File: src/verilog/echo_ctrl_pkg.sv
// constants shared by the echo adaptation and tone control block
package echo_ctrl_pkg;
	// clock and time base
	localparam int CLOCK_HZ = 200_000_000;
	localparam int CYCLES_PER_MS = CLOCK_HZ / 1000;
	localparam int PLAIN_TONE_MS = 400;
	localparam int REVERSAL_TONE_MS = 1000;
	localparam int RELEASE_MS = 400;
	localparam int PLAIN_TONE_CYCLES = PLAIN_TONE_MS * CYCLES_PER_MS;
	localparam int REVERSAL_TONE_CYCLES = REVERSAL_TONE_MS * CYCLES_PER_MS;
	localparam int RELEASE_CYCLES = RELEASE_MS * CYCLES_PER_MS;
	localparam int TIMER_WIDTH = 28;

	// register reset and preset values
	localparam logic [15:0] DOUBLE_TALK_THRESHOLD_RESET = 16'h4800;
	localparam logic [15:0] SUPPRESSION_THRESHOLD_RESET = 16'h2000;
	localparam logic [2:0] SLOW_FIELD_RESET = 3'h4;
	localparam logic PROCESSOR_TYPE_RESET = 1'b1;
	localparam logic REJECT_RESET = 1'b1;
	localparam logic RAMP_SCHEME_RESET = 1'b1;
	localparam logic [3:0] RAMP_RATE_ADVANCED = 4'h5;
	localparam logic [3:0] RAMP_RATE_ORIGINAL = 4'hc;
	localparam logic [7:0] NOISE_SCALING_ADVANCED = 8'h16;
	localparam logic [7:0] NOISE_SCALING_ORIGINAL = 8'h74;

	// levels in dBm0, signed 8 bit; attenuation and octave step in unsigned dB
	localparam logic signed [7:0] PLAIN_LEVEL_MAX = 8'sh00;
	localparam logic signed [7:0] REVERSAL_LEVEL_MAX = -8'sh06;
	localparam logic signed [7:0] TONE_LEVEL_MIN = -8'sh1f;
	localparam logic signed [7:0] RELEASE_LOW_BAND = -8'sh1e;
	localparam logic signed [7:0] RELEASE_HIGH_BAND = -8'sh22;
	localparam logic signed [7:0] LEVEL_FLOOR = -8'sh60;
	localparam logic [5:0] EXTRA_ATTENUATION_DB = 6'h1e;
	localparam logic [7:0] DB_PER_OCTAVE = 8'h06;

	// tone detector states
	typedef enum logic [1:0] {
		TONE_IDLE = 2'b00,
		TONE_QUALIFY = 2'b01,
		TONE_HELD = 2'b10
	} tone_state_e;
endpackage

File: src/verilog/echo_adapt_tone_ctrl.sv
// per-channel adaptation control, non-linear processor control and disable tone detection
// Overview of operation
// - double-talk when send exceeds receive plus threshold
// - uncertain periods slow adaptation, zero slow halts
// - double-talk threshold defaults to 0.5625 guardband
// - threshold register sixteen bits, fraction times 32768
// - fast reconvergence only with path detect enabled
// - path clear zeroes coefficients on major change
// - residual below threshold gets extra 30 dB
// - comfort noise injected while processor active
// - disable bits turn off processor or noise
// - processor type select, advanced by default
// - ramp scheme bit sets ramp rate direction
// - ramp and scaling defaults depend on processor
// - comfort noise level rises with scaling value
// - advanced safeguards keep echo, double-talk out
// - reversal mode: one second, one reversal
// - plain mode: tone held 400 ms
// - two detectors per channel, receive and send
// - detection sets status, interrupt on detect/release
// - status holds until both inputs quiet 400 ms
// - tone type select: one plain, zero reversal
// - automatic mode bypasses on detect, returns on release
// - bypass passes codes through and clears filter
`timescale 1ns/1ps
`default_nettype none

module echo_adapt_tone_ctrl #(
	parameter int CHANNELS = 4,
	parameter int PLAIN_TONE_CYCLES = echo_ctrl_pkg::PLAIN_TONE_CYCLES,
	parameter int REVERSAL_TONE_CYCLES = echo_ctrl_pkg::REVERSAL_TONE_CYCLES,
	parameter int RELEASE_CYCLES = echo_ctrl_pkg::RELEASE_CYCLES
) (
	// clock and reset
	input wire logic clock,
	input wire logic rst,
	// host configuration, loaded on cfgWrite
	input wire logic cfgWrite,
	input wire logic cfgPreset,
	input wire logic [15:0] cfgDoubleTalkThreshold,
	input wire logic [15:0] cfgSuppressionThreshold,
	input wire logic [2:0] cfgSlowField,
	input wire logic cfgProcessorType,
	input wire logic cfgRejectEcho,
	input wire logic cfgRejectDoubletalk,
	input wire logic cfgRampScheme,
	input wire logic [3:0] cfgRampRate,
	input wire logic [7:0] cfgNoiseScaling,
	input wire logic [CHANNELS-1:0] cfgPathDetect,
	input wire logic [CHANNELS-1:0] cfgPathClear,
	input wire logic [CHANNELS-1:0] cfgProcessorDisable,
	input wire logic [CHANNELS-1:0] cfgNoiseInjectDisable,
	input wire logic [CHANNELS-1:0] cfgToneTypeSelect,
	input wire logic [CHANNELS-1:0] cfgAutoToneDisable,
	// host state control and interrupt service
	input wire logic [CHANNELS-1:0] hostBypass,
	input wire logic [CHANNELS-1:0] hostAdaptDisable,
	input wire logic [CHANNELS-1:0] irqClear,
	// levels and events from the datapath, dBm0
	input wire logic [CHANNELS-1:0][7:0] recvLevel,
	input wire logic [CHANNELS-1:0][7:0] sendLevel,
	input wire logic [CHANNELS-1:0][7:0] errorLevel,
	input wire logic [CHANNELS-1:0] uncertain,
	input wire logic [CHANNELS-1:0] pathChange,
	// tone analysis, index 2c is receive and 2c+1 send
	input wire logic [2*CHANNELS-1:0] toneInBand,
	input wire logic [2*CHANNELS-1:0][7:0] toneLevel,
	input wire logic [2*CHANNELS-1:0] phaseReversal,
	input wire logic [2*CHANNELS-1:0][7:0] lowBandLevel,
	input wire logic [2*CHANNELS-1:0][7:0] highBandLevel,
	// pcm codes
	input wire logic [CHANNELS-1:0][7:0] recvInCode,
	input wire logic [CHANNELS-1:0][7:0] sendInCode,
	input wire logic [CHANNELS-1:0][7:0] cancelledCode,
	output logic [CHANNELS-1:0][7:0] recvOutCode,
	output logic [CHANNELS-1:0][7:0] sendOutCode,
	// filter control
	output logic [CHANNELS-1:0] adaptEnable,
	output logic [CHANNELS-1:0][3:0] adaptShift,
	output logic [CHANNELS-1:0] clearCoeff,
	output logic [CHANNELS-1:0] fastConverge,
	output logic [CHANNELS-1:0] bypassActive,
	output logic [CHANNELS-1:0] doubleTalk,
	// non-linear processor
	output logic [CHANNELS-1:0] nlpActive,
	output logic [CHANNELS-1:0][5:0] extraAttenuation,
	output logic [CHANNELS-1:0] injectNoise,
	output logic [CHANNELS-1:0][7:0] comfortLevel,
	// status and interrupt
	output logic [CHANNELS-1:0] toneDetected,
	output logic irqN
);

	localparam int DETECTORS = 2 * CHANNELS;
	localparam int TW = echo_ctrl_pkg::TIMER_WIDTH;

	// refuse counts the timers cannot hold
	initial begin
		if (CHANNELS < 1 || PLAIN_TONE_CYCLES < 1 || REVERSAL_TONE_CYCLES < 1 ||
				RELEASE_CYCLES < 1 || REVERSAL_TONE_CYCLES >= (1 << TW) ||
				PLAIN_TONE_CYCLES >= (1 << TW) || RELEASE_CYCLES >= (1 << TW)) begin
			$error("echo_adapt_tone_ctrl: unsupported parameter value");
		end
	end

	// fractional Q15 threshold to dB: 6 dB per octave plus a 3-bit mantissa table
	function automatic logic signed [9:0] thresholdToDb(input logic [15:0] thr);
		logic signed [9:0] db;
		logic [15:0] norm;
		logic [3:0] msb;
		db = 10'(echo_ctrl_pkg::LEVEL_FLOOR);
		norm = 16'h0000;
		msb = 4'h0;
		for (int i = 0; i < 16; i++) begin
			if (thr[i]) begin
				msb = 4'(i);
			end
		end
		if (thr != 16'h0000) begin
			norm = 16'(thr << (4'hf - msb));
			db = 10'(signed'({6'h00, msb}) - 10'sd15) * signed'({2'b00, echo_ctrl_pkg::DB_PER_OCTAVE});
			case (norm[14:12])
				3'h0: db = db;
				3'h1: db = db + 10'sd1;
				3'h2: db = db + 10'sd2;
				3'h3, 3'h4: db = db + 10'sd3;
				3'h5: db = db + 10'sd4;
				default: db = db + 10'sd5;
			endcase
		end
		return db;
	endfunction

	// sign extension of a dBm0 level for overflow-free sums
	function automatic logic signed [9:0] ext(input logic [7:0] level);
		return signed'({{2{level[7]}}, level});
	endfunction

	// configuration registers
	logic [15:0] doubleTalkThreshold;
	logic [15:0] suppressionThreshold;
	logic [2:0] slowField;
	logic processorTypeSelect;
	logic rejectEchoAsNoise;
	logic rejectDoubletalkAsNoise;
	logic rampSchemeSelect;
	logic [3:0] rampRateField;
	logic [7:0] noiseScaling;
	logic [CHANNELS-1:0] pathDetectEnable;
	logic [CHANNELS-1:0] pathClearEnable;
	logic [CHANNELS-1:0] processorDisable;
	logic [CHANNELS-1:0] noiseInjectDisable;
	logic [CHANNELS-1:0] toneTypeSelect;
	logic [CHANNELS-1:0] autoToneDisable;

	// preset loads the defaults that suit the chosen processor type
	always_ff @(posedge clock) begin
		if (rst) begin
			doubleTalkThreshold <= echo_ctrl_pkg::DOUBLE_TALK_THRESHOLD_RESET;
			suppressionThreshold <= echo_ctrl_pkg::SUPPRESSION_THRESHOLD_RESET;
			slowField <= echo_ctrl_pkg::SLOW_FIELD_RESET;
			processorTypeSelect <= echo_ctrl_pkg::PROCESSOR_TYPE_RESET;
			rejectEchoAsNoise <= echo_ctrl_pkg::REJECT_RESET;
			rejectDoubletalkAsNoise <= echo_ctrl_pkg::REJECT_RESET;
			rampSchemeSelect <= echo_ctrl_pkg::RAMP_SCHEME_RESET;
			rampRateField <= echo_ctrl_pkg::RAMP_RATE_ADVANCED;
			noiseScaling <= echo_ctrl_pkg::NOISE_SCALING_ADVANCED;
			pathDetectEnable <= '0;
			pathClearEnable <= '0;
			processorDisable <= '0;
			noiseInjectDisable <= '0;
			toneTypeSelect <= '0;
			autoToneDisable <= '0;
		end else if (cfgPreset) begin
			processorTypeSelect <= cfgProcessorType;
			rejectEchoAsNoise <= cfgProcessorType;
			rejectDoubletalkAsNoise <= cfgProcessorType;
			rampSchemeSelect <= cfgProcessorType;
			rampRateField <= cfgProcessorType ? echo_ctrl_pkg::RAMP_RATE_ADVANCED :
				echo_ctrl_pkg::RAMP_RATE_ORIGINAL;
			noiseScaling <= cfgProcessorType ? echo_ctrl_pkg::NOISE_SCALING_ADVANCED :
				echo_ctrl_pkg::NOISE_SCALING_ORIGINAL;
		end else if (cfgWrite) begin
			doubleTalkThreshold <= cfgDoubleTalkThreshold;
			suppressionThreshold <= cfgSuppressionThreshold;
			slowField <= cfgSlowField;
			processorTypeSelect <= cfgProcessorType;
			rejectEchoAsNoise <= cfgRejectEcho;
			rejectDoubletalkAsNoise <= cfgRejectDoubletalk;
			rampSchemeSelect <= cfgRampScheme;
			rampRateField <= cfgRampRate;
			noiseScaling <= cfgNoiseScaling;
			pathDetectEnable <= cfgPathDetect;
			pathClearEnable <= cfgPathClear;
			processorDisable <= cfgProcessorDisable;
			noiseInjectDisable <= cfgNoiseInjectDisable;
			toneTypeSelect <= cfgToneTypeSelect;
			autoToneDisable <= cfgAutoToneDisable;
		end
	end

	// threshold offsets in dB, shared by all channels
	wire logic signed [9:0] doubleTalkOffset = thresholdToDb(doubleTalkThreshold);
	wire logic signed [9:0] suppressionOffset = thresholdToDb(suppressionThreshold);
	// original processor has no safeguards, so the reject bits only count when advanced
	wire logic guardEcho = processorTypeSelect & rejectEchoAsNoise;
	wire logic guardDoubletalk = processorTypeSelect & rejectDoubletalkAsNoise;
	// ramp period: scheme 1 faster at low rate, scheme 0 faster at high rate
	// five-bit multiplier so rate f (scheme 1) and rate 0 (scheme 0) do not wrap to zero
	wire logic [12:0] rampPeriod = rampSchemeSelect ?
		{5'({1'b0, rampRateField} + 5'h01), 8'h00} :
		{5'(5'h10 - {1'b0, rampRateField}), 8'h00};
	wire logic signed [9:0] scalingOffset = signed'({5'h00, noiseScaling[7:3]}) - 10'sd8;

	// tone detector states, per detector
	echo_ctrl_pkg::tone_state_e toneState [DETECTORS];
	echo_ctrl_pkg::tone_state_e next_toneState [DETECTORS];
	logic [DETECTORS-1:0] toneHeld;
	logic [DETECTORS-1:0] toneTrigger;
	logic [CHANNELS-1:0] channelRelease;
	logic [CHANNELS-1:0] pending;

	// one tone detector per direction, two per channel
	for (genvar d = 0; d < DETECTORS; d++) begin : g_tone
		logic [TW-1:0] toneTimer;
		logic reversalSeen;
		wire logic plainMode = toneTypeSelect[d/2];
		wire logic signed [9:0] lvl = ext(toneLevel[d]);
		wire logic signed [9:0] levelMax = plainMode ? ext(echo_ctrl_pkg::PLAIN_LEVEL_MAX) :
			ext(echo_ctrl_pkg::REVERSAL_LEVEL_MAX);
		wire logic toneValid = toneInBand[d] && lvl <= levelMax &&
			lvl >= ext(echo_ctrl_pkg::TONE_LEVEL_MIN);
		wire logic plainDone = toneTimer >= TW'(PLAIN_TONE_CYCLES - 1);
		wire logic reversalDone = toneTimer >= TW'(REVERSAL_TONE_CYCLES - 1) &&
			(reversalSeen || phaseReversal[d]);
		assign toneTrigger[d] = toneState[d] == echo_ctrl_pkg::TONE_QUALIFY && toneValid &&
			(plainMode ? plainDone : reversalDone);
		assign toneHeld[d] = toneState[d] == echo_ctrl_pkg::TONE_HELD;

		// a break in the tone restarts qualification
		always_comb begin
			next_toneState[d] = toneState[d];
			case (toneState[d])
				echo_ctrl_pkg::TONE_IDLE: begin
					if (toneValid) begin
						next_toneState[d] = echo_ctrl_pkg::TONE_QUALIFY;
					end
				end
				echo_ctrl_pkg::TONE_QUALIFY: begin
					if (!toneValid) begin
						next_toneState[d] = echo_ctrl_pkg::TONE_IDLE;
					end else if (toneTrigger[d]) begin
						next_toneState[d] = echo_ctrl_pkg::TONE_HELD;
					end
				end
				echo_ctrl_pkg::TONE_HELD: begin
					if (channelRelease[d/2]) begin
						next_toneState[d] = echo_ctrl_pkg::TONE_IDLE;
					end
				end
				default: next_toneState[d] = echo_ctrl_pkg::TONE_IDLE;
			endcase
		end

		// timer counts valid tone cycles in qualify, the first qualify cycle is count zero
		always_ff @(posedge clock) begin
			if (rst) begin
				toneState[d] <= echo_ctrl_pkg::TONE_IDLE;
				toneTimer <= '0;
				reversalSeen <= 1'b0;
			end else begin
				toneState[d] <= next_toneState[d];
				toneTimer <= (next_toneState[d] == echo_ctrl_pkg::TONE_QUALIFY &&
					toneState[d] == echo_ctrl_pkg::TONE_QUALIFY) ? toneTimer + TW'(1) : '0;
				reversalSeen <= next_toneState[d] == echo_ctrl_pkg::TONE_QUALIFY &&
					(reversalSeen || (toneState[d] == echo_ctrl_pkg::TONE_QUALIFY &&
					phaseReversal[d]));
			end
		end
	end

	// per-channel control
	for (genvar c = 0; c < CHANNELS; c++) begin : g_chan
		logic [TW-1:0] releaseTimer;
		logic [12:0] rampTimer;
		logic signed [9:0] noiseEstimate;
		wire logic statusNow = |toneHeld[2*c+1:2*c];
		// release needs both receive and send quiet in both bands
		wire logic quiet = ext(lowBandLevel[2*c]) < ext(echo_ctrl_pkg::RELEASE_LOW_BAND) &&
			ext(lowBandLevel[2*c+1]) < ext(echo_ctrl_pkg::RELEASE_LOW_BAND) &&
			ext(highBandLevel[2*c]) < ext(echo_ctrl_pkg::RELEASE_HIGH_BAND) &&
			ext(highBandLevel[2*c+1]) < ext(echo_ctrl_pkg::RELEASE_HIGH_BAND);
		assign channelRelease[c] = statusNow && quiet &&
			releaseTimer >= TW'(RELEASE_CYCLES - 1);
		wire logic toneEvent = |toneTrigger[2*c+1:2*c] || channelRelease[c];
		wire logic bypassNow = hostBypass[c] || (autoToneDisable[c] && statusNow);
		wire logic dtNow = ext(sendLevel[c]) > ext(recvLevel[c]) + doubleTalkOffset;
		wire logic slowHalt = uncertain[c] && slowField == 3'h0;
		wire logic majorChange = pathChange[c] && pathDetectEnable[c];
		wire logic nlpEnabled = !processorDisable[c] && !bypassNow;
		wire logic belowSuppression = ext(errorLevel[c]) < ext(recvLevel[c]) + suppressionOffset;
		wire logic nlpNow = nlpEnabled && belowSuppression;
		wire logic injectNow = nlpNow && !noiseInjectDisable[c];
		// safeguards keep double-talk and uncancelled echo out of the estimate
		wire logic estimateFreeze = (guardDoubletalk && dtNow) ||
			(guardEcho && !belowSuppression);
		wire logic rampTick = rampTimer >= rampPeriod - 13'h0001;
		wire logic signed [9:0] comfortSum = noiseEstimate + scalingOffset;

		// release timer runs only while the status is held and both inputs are quiet
		always_ff @(posedge clock) begin
			if (rst || !statusNow || !quiet || channelRelease[c]) begin
				releaseTimer <= '0;
			end else begin
				releaseTimer <= releaseTimer + TW'(1);
			end
		end

		// interrupt flag: a new event in the clearing cycle wins
		always_ff @(posedge clock) begin
			if (rst) begin
				pending[c] <= 1'b0;
			end else if (toneEvent) begin
				pending[c] <= 1'b1;
			end else if (irqClear[c]) begin
				pending[c] <= 1'b0;
			end
		end

		// background noise estimate steps one dB per ramp tick toward the residual
		always_ff @(posedge clock) begin
			if (rst) begin
				rampTimer <= 13'h0000;
				noiseEstimate <= ext(echo_ctrl_pkg::LEVEL_FLOOR);
			end else begin
				rampTimer <= rampTick ? 13'h0000 : rampTimer + 13'h0001;
				if (rampTick && !estimateFreeze) begin
					if (noiseEstimate < ext(errorLevel[c])) begin
						noiseEstimate <= noiseEstimate + 10'sd1;
					end else if (noiseEstimate > ext(errorLevel[c])) begin
						noiseEstimate <= noiseEstimate - 10'sd1;
					end
				end
			end
		end

		// registered channel outputs
		always_ff @(posedge clock) begin
			if (rst) begin
				adaptEnable[c] <= 1'b0;
				adaptShift[c] <= 4'h0;
				clearCoeff[c] <= 1'b0;
				fastConverge[c] <= 1'b0;
				bypassActive[c] <= 1'b0;
				doubleTalk[c] <= 1'b0;
				nlpActive[c] <= 1'b0;
				extraAttenuation[c] <= 6'h00;
				injectNoise[c] <= 1'b0;
				comfortLevel[c] <= 8'h00;
				toneDetected[c] <= 1'b0;
				recvOutCode[c] <= 8'h00;
				sendOutCode[c] <= 8'h00;
			end else begin
				// adaptation halts in bypass, on host disable, double-talk or zero slow field while uncertain
				adaptEnable[c] <= !bypassNow && !hostAdaptDisable[c] && !dtNow && !slowHalt;
				adaptShift[c] <= uncertain[c] ? {1'b0, slowField} : 4'h0;
				clearCoeff[c] <= bypassNow || (majorChange && pathClearEnable[c]);
				fastConverge[c] <= majorChange && !bypassNow;
				bypassActive[c] <= bypassNow;
				doubleTalk[c] <= dtNow;
				nlpActive[c] <= nlpNow;
				extraAttenuation[c] <= nlpNow ? echo_ctrl_pkg::EXTRA_ATTENUATION_DB : 6'h00;
				injectNoise[c] <= injectNow;
				comfortLevel[c] <= injectNow ? comfortSum[7:0] : echo_ctrl_pkg::LEVEL_FLOOR;
				toneDetected[c] <= statusNow;
				recvOutCode[c] <= recvInCode[c];
				sendOutCode[c] <= bypassNow ? sendInCode[c] : cancelledCode[c];
			end
		end
	end

	// single active-low interrupt, registered so it cannot glitch
	always_ff @(posedge clock) begin
		if (rst) begin
			irqN <= 1'b1;
		end else begin
			irqN <= ~|pending;
		end
	end

endmodule

`default_nettype wire

File: config.mk
export PLATFORM = sky130hd
export DESIGN_NAME = echo_adapt_tone_ctrl
export DESIGN_NICKNAME = d
export VERILOG_FILES = /design/src/verilog/echo_ctrl_pkg.sv /design/src/verilog/echo_adapt_tone_ctrl.sv
export SDC_FILE = /design/constraint.sdc
export NUM_CORES = 2
export LEC_CHECK = 0
export ABC_AREA = 0
export BUFFER_PORTS_ARGS = -buffer_cell sky130_fd_sc_hd__buf_2
export CAP_MARGIN = 0
export CORE_MARGIN = 2
export CORE_UTILIZATION = 45
export CTS_CLUSTER_DIAMETER = 200
export DETAILED_ROUTE_END_ITERATION = 12
export GPL_TIMING_DRIVEN = 0
export HOLD_SLACK_MARGIN = 0.08
export PLACE_DENSITY = 0.71
export SYNTH_ARGS = -nofsm -noshare
export SYNTH_HDL_FRONTEND = slang
export SYNTH_SLANG_ARGS = --single-unit
File: constraint.sdc
create_clock -name clock -period 9.3 [get_ports clock]
set_clock_uncertainty 0.2 [all_clocks]
set_input_delay 1.86 -clock clock [delete_from_list [all_inputs] [get_ports clock]]
set_output_delay 1.86 -clock clock [all_outputs]
set_load 0.05 [all_outputs]
## Yosys cells after proc, flatten, opt, wreduce, memory -nomap -nowiden

Memories as Yosys holds them, arrays and structs flattened.
Cells that the tools add are included.

| operators by class | value |
|---|---|
| eq/ne operators | 34 |
| shift operators | 2 |
| $lt $le $gt $ge | 72 |
| multiplexer cells | 140 |
| bitwise operators | 27 |
| add/subtract/negate cells | 54 |
| $mul | 2 |
| reduce and logical (&&, ||, !) cells | 283 |

Operators by type and width:

| kind | number |
|---|---|
| adder 28 x 1 -> 28 bit (second input constant) | 12 |
| >= comparator 28 x 27 -> 1 bit (second input constant) | 12 |
| >= comparator 28 bit (second input constant) | 8 |
| logical AND 1 bit | 140 |
| 2-to-1 mux 10 bit | 14 |
| 2-to-1 mux 4 bit | 31 |
| case mux 10 bit (5 select lines) | 2 |
| adder 8 x 10 -> 10 bit | 8 |
| <= comparator 8 x 10 -> 1 bit | 8 |
| 2-to-1 mux 2 bit | 40 |
| 2-to-1 mux 8 bit | 10 |
| >= comparator 8 x 6 -> 1 bit (second input constant) | 8 |
| less-than comparator 8 x 6 -> 1 bit (second input constant) | 8 |
| less-than comparator 8 x 7 -> 1 bit (second input constant) | 8 |
| OR reduction 2 bit | 30 |
| adder 13 x 1 -> 13 bit (second input constant) | 4 |
| >= comparator 13 bit | 4 |
| case mux 2 bit (3 select lines) | 8 |
| logical OR 1 bit | 44 |
| zero test 1 bit | 41 |
| adder 10 x 2 -> 10 bit (second input constant) | 4 |
| adder 9 x 3 -> 10 bit (second input constant) | 4 |
| adder 9 x 4 -> 10 bit (second input constant) | 4 |
| > comparator 10 x 8 -> 1 bit | 4 |
| other kinds (32) | 158 |

| storage, ports and cells | value |
|---|---|
| bits of input ports | 499 |
| word-level logic and storage cells | 723 |
| memories | 1 |
| register bits after elaboration | 684 |
| memory bits (writable) | 16 |

Memories:

| memory | depth | width | read ports | clocked after Yosys merged registers in | wr ports | RTL line | source |
|---|---|---|---|---|---|---|---|
| toneState | 8 | 2 | 8 | 0 | 8 | echo_adapt_tone_ctrl.sv:216 | `echo_ctrl_pkg::tone_state_e toneState [DETECTORS];` |

## Logic depth before layout (Yosys ltp)

| logic depth | value |
|---|---|
| depth after elaboration | 29 |
| mapped depth | 35 |

## Worst setup path before layout

OpenSTA, ideal clock, no wires.

| path | value |
|---|---|
| path kind | reg2reg |
| start | register doubleTalkThreshold[13] |
| end | register g_chan[0].noiseEstimate[5] |
| path buffers | 3 |
| period minus slack after synthesis | 7073 ps |
| path slack | 2227 ps |
| arrival time | 6744 ps |
| cell stages (with the launch flop) | 30 |
| cells stage by stage | dfxtp_1 -> buf_6 -> or3_1 -> or3_1 -> o211a_4 -> buf_6 -> ha_1 -> xnor2_1 -> ha_1 -> ha_1 -> fa_1 -> xor2_1 -> nand2_1 -> o31ai_1 -> ha_1 -> a21oi_1 -> o21ai_0 -> a21o_1 -> a21oi_1 -> xor2_1 -> a21boi_0 -> nor4_2 -> ha_1 -> nand3_1 -> o21ai_0 -> o32ai_1 -> a221oi_1 -> clkbuf_1 -> mux2i_1 -> nand2_1 |

| on the way | value |
|---|---|
| word-level cells in the longest chain between the ends | 16 |
| elaborated cells between the ends (all ways) | 29 |
| classes of those cells | 8 x add/sub; 1 x mul; 1 x order compare; 5 x eq/ne; 1 x shift; 5 x mux; 8 x reduce/logical |

RTL lines:

| item | RTL line | source |
|---|---|---|
| from (decl) | echo_adapt_tone_ctrl.sv:140 | `logic [15:0] doubleTalkThreshold;` |
| from (signal assigned) | echo_adapt_tone_ctrl.sv:159 | `doubleTalkThreshold <= echo_ctrl_pkg::DOUBLE_TALK_THRESHOLD_RESET;` |
| from (signal assigned) | echo_adapt_tone_ctrl.sv:184 | `doubleTalkThreshold <= cfgDoubleTalkThreshold;` |
| branches (longest 8 deep; another with adder 9 x 4 -> 10 bit) | -- |  |
| 2-to-1 mux 10 bit (*) | echo_adapt_tone_ctrl.sv:119 | `if (thr != 16'h0000) begin` |
| adder 8 x 10 -> 10 bit (*) | echo_adapt_tone_ctrl.sv:297 | `wire logic dtNow = ext(sendLevel[c]) > ext(recvLevel[c]) + doubleTalkOffset;` |
| > comparator 8 x 10 -> 1 bit (*) | echo_adapt_tone_ctrl.sv:297 |  |
| logical AND 1 bit (*) | echo_adapt_tone_ctrl.sv:305 | `wire logic estimateFreeze = (guardDoubletalk && dtNow) \|\|` |
| logical OR 1 bit (*) | echo_adapt_tone_ctrl.sv:305 |  |
| zero test 1 bit (*) | echo_adapt_tone_ctrl.sv:337 | `if (rampTick && !estimateFreeze) begin` |
| logical AND 1 bit (*) | echo_adapt_tone_ctrl.sv:337 |  |
| AND reduction 2 bit (no source line) (*) | -- |  |
| to (signal assigned) | echo_adapt_tone_ctrl.sv:334 | `noiseEstimate <= ext(echo_ctrl_pkg::LEVEL_FLOOR);` |
| to (signal assigned) | echo_adapt_tone_ctrl.sv:339 | `noiseEstimate <= noiseEstimate + 10'sd1;` |
| to (signal assigned) | echo_adapt_tone_ctrl.sv:341 | `noiseEstimate <= noiseEstimate - 10'sd1;` |
| to (decl) | echo_adapt_tone_ctrl.sv:286 | `logic signed [9:0] noiseEstimate;` |

Mark *: on every way between the ends.
A chain may end at the register's enable or synchronous reset.

## Worst setup path in the final report

| path | value |
|---|---|
| start | register suppressionThreshold[9] |
| end | register comfortLevel[27] in the netlist's numbering |

| on the way | value |
|---|---|
| word-level cells in the longest chain between the ends | 19 |
| elaborated cells between the ends (all ways) | 32 |
| classes of those cells | 8 x add/sub; 1 x mul; 1 x order compare; 5 x eq/ne; 1 x shift; 9 x mux; 1 x bitwise; 6 x reduce/logical |

RTL lines:

| item | RTL line | source |
|---|---|---|
| from (decl) | echo_adapt_tone_ctrl.sv:141 | `logic [15:0] suppressionThreshold;` |
| from (signal assigned) | echo_adapt_tone_ctrl.sv:160 | `suppressionThreshold <= echo_ctrl_pkg::SUPPRESSION_THRESHOLD_RESET;` |
| from (signal assigned) | echo_adapt_tone_ctrl.sv:185 | `suppressionThreshold <= cfgSuppressionThreshold;` |
| branches (longest 12 deep; another with adder 9 x 4 -> 10 bit) | -- |  |
| 2-to-1 mux 10 bit (*) | echo_adapt_tone_ctrl.sv:119 |  |
| adder 8 x 10 -> 10 bit (*) | echo_adapt_tone_ctrl.sv:301 | `wire logic belowSuppression = ext(errorLevel[c]) < ext(recvLevel[c]) + suppressionOffset;` |
| less-than comparator 8 x 10 -> 1 bit (*) | echo_adapt_tone_ctrl.sv:301 |  |
| logical AND 1 bit (*) | echo_adapt_tone_ctrl.sv:302 | `wire logic nlpNow = nlpEnabled && belowSuppression;` |
| logical AND 1 bit (*) | echo_adapt_tone_ctrl.sv:303 | `wire logic injectNow = nlpNow && !noiseInjectDisable[c];` |
| NOT 1 bit (no source line) (*) | -- |  |
| OR reduction 2 bit (no source line) (*) | -- |  |
| to (signal, indexed assignment) | echo_adapt_tone_ctrl.sv:374 | `comfortLevel[c] <= injectNow ? comfortSum[7:0] : echo_ctrl_pkg::LEVEL_FLOOR;` |
| to (decl) | echo_adapt_tone_ctrl.sv:88 | `output logic [CHANNELS-1:0][7:0] comfortLevel,` |

Marks and branches as above.

==> results by group <==
Route
  • Post-DR wirelength/cell: approximately 17 um
  • DR top layer: met5
  • Initial DRC Count: 1,850
  • Vias per inst: 5.29
  • Detailed Route WL: roughly 110 mm
  • Remaining DRCs: 0
  • DR pass1 iterations: 6
  • DR vias: between 30,000 and 40,000
  • Antenna Violating Nets Remaining: 0
  • Wire length on met1: 48.7 mm
  • Met3 wire length: 8.74 mm
  • DR WL met2: 49.9 mm

Critical path
  • Crit path launch type: register
  • Maximum cell stage delay along the critical path: 760 ps
  • Worst reg2reg endpoint: comfortLevel[27]$_SDFF_PP0_
  • Reg2reg start: suppressionThreshold[9]$_SDFFE_PP0P_
  • Worst-path maximum fanout: 8
  • Flop2flop setup slack: 670 ps
  • Cell mode on critical path: ha_1
  • Slowest stage cell, crit path: nor3b_1
  • Worst Path Required: 9610 ps
  • Crit Path Class: register to register
  • Worst reg-to-reg path cell count: 26
  • CP Data Arrival Time: 8940 ps
  • CP endpoint kind: register

Power and ir drop
  • Pwr Density: around 210 nW/um2
  • Leakage power of the design: just under 20 nW
  • Max VDD drop: 0.174 mV

Clocking
  • Sink Count: 669
  • Setup bufs post-CTS: 0
  • Reg clk slew, reported paths: 60 ps
  • Inserted Clock Buffers: 76
  • Clock tree buffer depth: 3
  • Clock Latency Late Sink: around 630 ps
  • CTS tree: yes
  • # H-tree levels: 3
  • Root buffer cell: clkbuf_16

STA
  • Final setup TNS: 0 ps
  • Relative slew slack: 0.0633
  • F_max: 0.116 GHz
  • Setup violation total in the final timing report: 0
  • Worst-Margin Slew: 1410 ps
  • Post-route clock period utilization: 0.928
  • Min cycle time layout: roughly 8600 ps
  • Unrepaired setup endpoints after global routing: false
  • Slew Limit Fails: 0
  • Hold Violations, Final: 0

Place
  • Input/output buffers: 635
  • Post-DP HPWL: 87.7 mm
  • Routability congestion estimate: ~0.97

Min path
  • Worst hold stages: 1
  • Hold Crit Start: g_chan[1].rampTimer[0]$_SDFF_PP0_
  • Hold Path Class: register to register
  • Endpoint, Worst Hold: g_chan[1].rampTimer[0]$_SDFF_PP0_

Floorplan
  • Initial Util: 0.453
  • Row count: 107
  • Die height: 296 um
  • Die X: 296 um
  • Core ar.: 84,900 um2
  • Io pins: 668
  • Die footprint: 87,800 um2

Global routing
  • Remaining global-route overflow: 0
  • Vias in the first global route: 32,192
  • Largest net degree at the start of global routing: 15
  • Global-route wire length before repair: 170 mm
  • Initial antenna violation count: 19
  • GRT Overall Usage: 0.245

Finish
  • Area growth, synth to finish: 19.2%
  • Nets: 6,140
  • Final design utilization: 0.540
  • Layout cell share with drive strength beyond 1: 0.160

Yosys
  • Synthesized flop and latch total: approximately 670
  • Cell accounting for the most synthesized area: dfxtp_1
  • Yosys top cell area share: 0.348
  • Post-synth top flop: dfxtp_1
  • Mean Syn Cell Area: approximately 8.5 um2
  • Netlist cell types: 94
  • Synth area leaders: dfxtp_1 35%, ha_1 12%, xor2_1 6.3%, nor2_1 6.3%, xnor2_1 4.7%
  • EDFF count, synth: 0
  • Cell count after synthesis: between 4,000 and 5,000
  • Cell Area, Synth: 38,400 um2
  • Synth warn: 0
  • Register area share after synthesis: 0.348
  • Ys async rst share: 0

Status
  • Status: finished clean

Flow run
  • Max-cap violations: 0
==> through the flow <==
stage	total power, mW	cells	instance area [um2]	hold WS, ps	setup slack, ps
final	9.54	6481	45800	248	669
after global routing	10.1	6475	45800	277	197
after detailed placement	6.38	6333	43100	237	151
after floorplan	5.48	4554	38500	209	2230
after global placement	6.31	6333	43100	229	216
after CTS	9.58	6471	45800	249	138
==> kinds of logic (layout without fill, tap and decap cells) <==
logic type / count (synthesis) / after routing / synth area share
multiplexers: 79 / 79 / 0.0207
other: 1 / 26 / 0.0000976
AO/OA/AOI/OAI: 771 / 771 / 0.134
AND/OR/NAND/NOR: 1841 / 1841 / 0.227
buffers and inverters: 323 / 1096 / 0.0355
adder cells (fa/ha/maj): 374 / 374 / 0.125
XOR/XNOR: 481 / 481 / 0.110
flip-flops: 669 / 669 / 0.348
==> metal layers <==
layer / GRT usage / vias up
met5: 0 / -
met4: 0.105 / 12
met3: 0.0552 / 258
met2: 0.398 / 1049
met1: 0.313 / 15778
li1: - / 17215
==> power by group <==
part           total [mW]  switching, mW  internal, mW
clock                3.17           1.26          1.91
sequential           3.05         0.0788          2.97
combinational        3.32           2.04          1.28
==> layout by cell type, fill, tap and decap left out, types with 11 or more instances in the layout <==
cell / Yosys / final
o21ai_0: 129 / 128
o211ai_1: 21 / 21
a41o_1: 11 / 11
o22ai_1: 11 / 11
clkbuf_1: 96 / 105
nand2b_1: 64 / 64
o311ai_0: 13 / 13
buf_2: 5 / 640
or2_2: 18 / 18
nand3_1: 190 / 190
a31oi_1: 17 / 17
or4_1: 17 / 17
buf_4: 28 / 28
a21oi_1: 259 / 258
fa_1: 18 / 18
a21boi_0: 14 / 14
nor2_1: 642 / 642
nor2b_1: 116 / 116
a211o_1: 11 / 11
clkbuf_16: 0 / 78
and4_1: 25 / 25
nand4_1: 82 / 82
nand2_1: 420 / 420
nor4_1: 25 / 25
conb_1: 1 / 16
and3_1: 99 / 99
buf_1: 11 / 11
o21a_1: 38 / 38
nor3_1: 66 / 66
inv_1: 176 / 176
mux2i_1: 75 / 75
xnor2_1: 205 / 205
a21o_1: 90 / 90
clkbuf_8: 0 / 17
xor2_1: 276 / 276
dfxtp_1: 669 / 669
a211oi_1: 16 / 16
o21bai_1: 12 / 12
and2_1: 35 / 35
ha_1: 356 / 356
==> cell usage after synthesis (18+ instances only) <==
cell / number
mux2i_1: 75
or2_2: 18
ha_1: 356
nand4_1: 82
clkbuf_1: 96
nor3_1: 66
nor4_1: 25
and2_1: 35
xnor2_1: 205
nand2_1: 420
nor2b_1: 116
o21ai_0: 129
nor2_1: 642
xor2_1: 276
o211ai_1: 21
and3_1: 99
nand2b_1: 64
dfxtp_1: 669
inv_1: 176
a21o_1: 90
nand3_1: 190
o21a_1: 38
fa_1: 18
buf_4: 28
a21oi_1: 259
and4_1: 25
==> worst max-delay path by stage <==
stage          cells after the start                                       to                                 start
4_1_cts                           29  g_chan[0].noiseEstimate[8]$_SDFFE_PP1P_  doubleTalkThreshold[13]$_SDFFE_PP0P_
6_report                          26              comfortLevel[27]$_SDFF_PP0_  suppressionThreshold[9]$_SDFFE_PP0P_
3_3_place_gp                      29  g_chan[0].noiseEstimate[8]$_SDFFE_PP1P_  doubleTalkThreshold[15]$_SDFFE_PP0P_
2_1_floorplan                     29  g_chan[0].noiseEstimate[5]$_SDFFE_PP1P_  doubleTalkThreshold[13]$_SDFFE_PP0P_
3_5_place_dp                      29  g_chan[0].noiseEstimate[8]$_SDFFE_PP1P_  doubleTalkThreshold[13]$_SDFFE_PP0P_
5_1_grt                           30  g_chan[0].noiseEstimate[8]$_SDFFE_PP1P_  doubleTalkThreshold[12]$_SDFFE_PP0P_
==> what timing repair did <==
| action | 4_1_cts | 5_1_grt |
|---|---|---|
| hold endpoints to repair | 0 | 0 |
| gates resized for setup | 0 | 4 |
| hold buffers | 0 | 0 |
| endpoints found under the setup margin | 0 | 9 |
==> area by class of cell <==
cell class,instances,area (um2)
antenna,10,25.0
buffer,145,697
clock buffer,105,2220
clock inverter,33,465
fill,7909,39100
inverter,178,668
multi-input combinational,3562,23700
sequential,669,13400
tap,1144,1430
timing repair buffer,635,3180
==> sequential cells by signal (all words and copies together), names as in the netlist, 5 cells and up <==
| register | cells |
|---|---|
| adaptShift | 12 |
| comfortLevel | 32 |
| doubleTalkThreshold | 16 |
| g_chan.noiseEstimate | 40 |
| g_chan.rampTimer | 52 |
| g_chan.releaseTimer | 112 |
| g_tone.reversalSeen | 8 |
| g_tone.toneTimer | 224 |
| noiseScaling | 5 |
| recvOutCode | 32 |
| sendOutCode | 32 |
| suppressionThreshold | 16 |
| toneState | 16 |
==> critical path, delay by kind of cell (launching register included) <==
| kind | cells | cell delay [ps] |
|---|---|---|
| AOI/OAI and AO/OA | 7 | 1680 |
| xor gates and xnor gates | 4 | 750 |
| adders and majority gates | 6 | 1770 |
| DFF | 1 | 530 |
| muxes | 1 | 710 |
| and+or+nand+nor | 8 | 2850 |
Note: power is estimated with default switching activity, not from simulation.
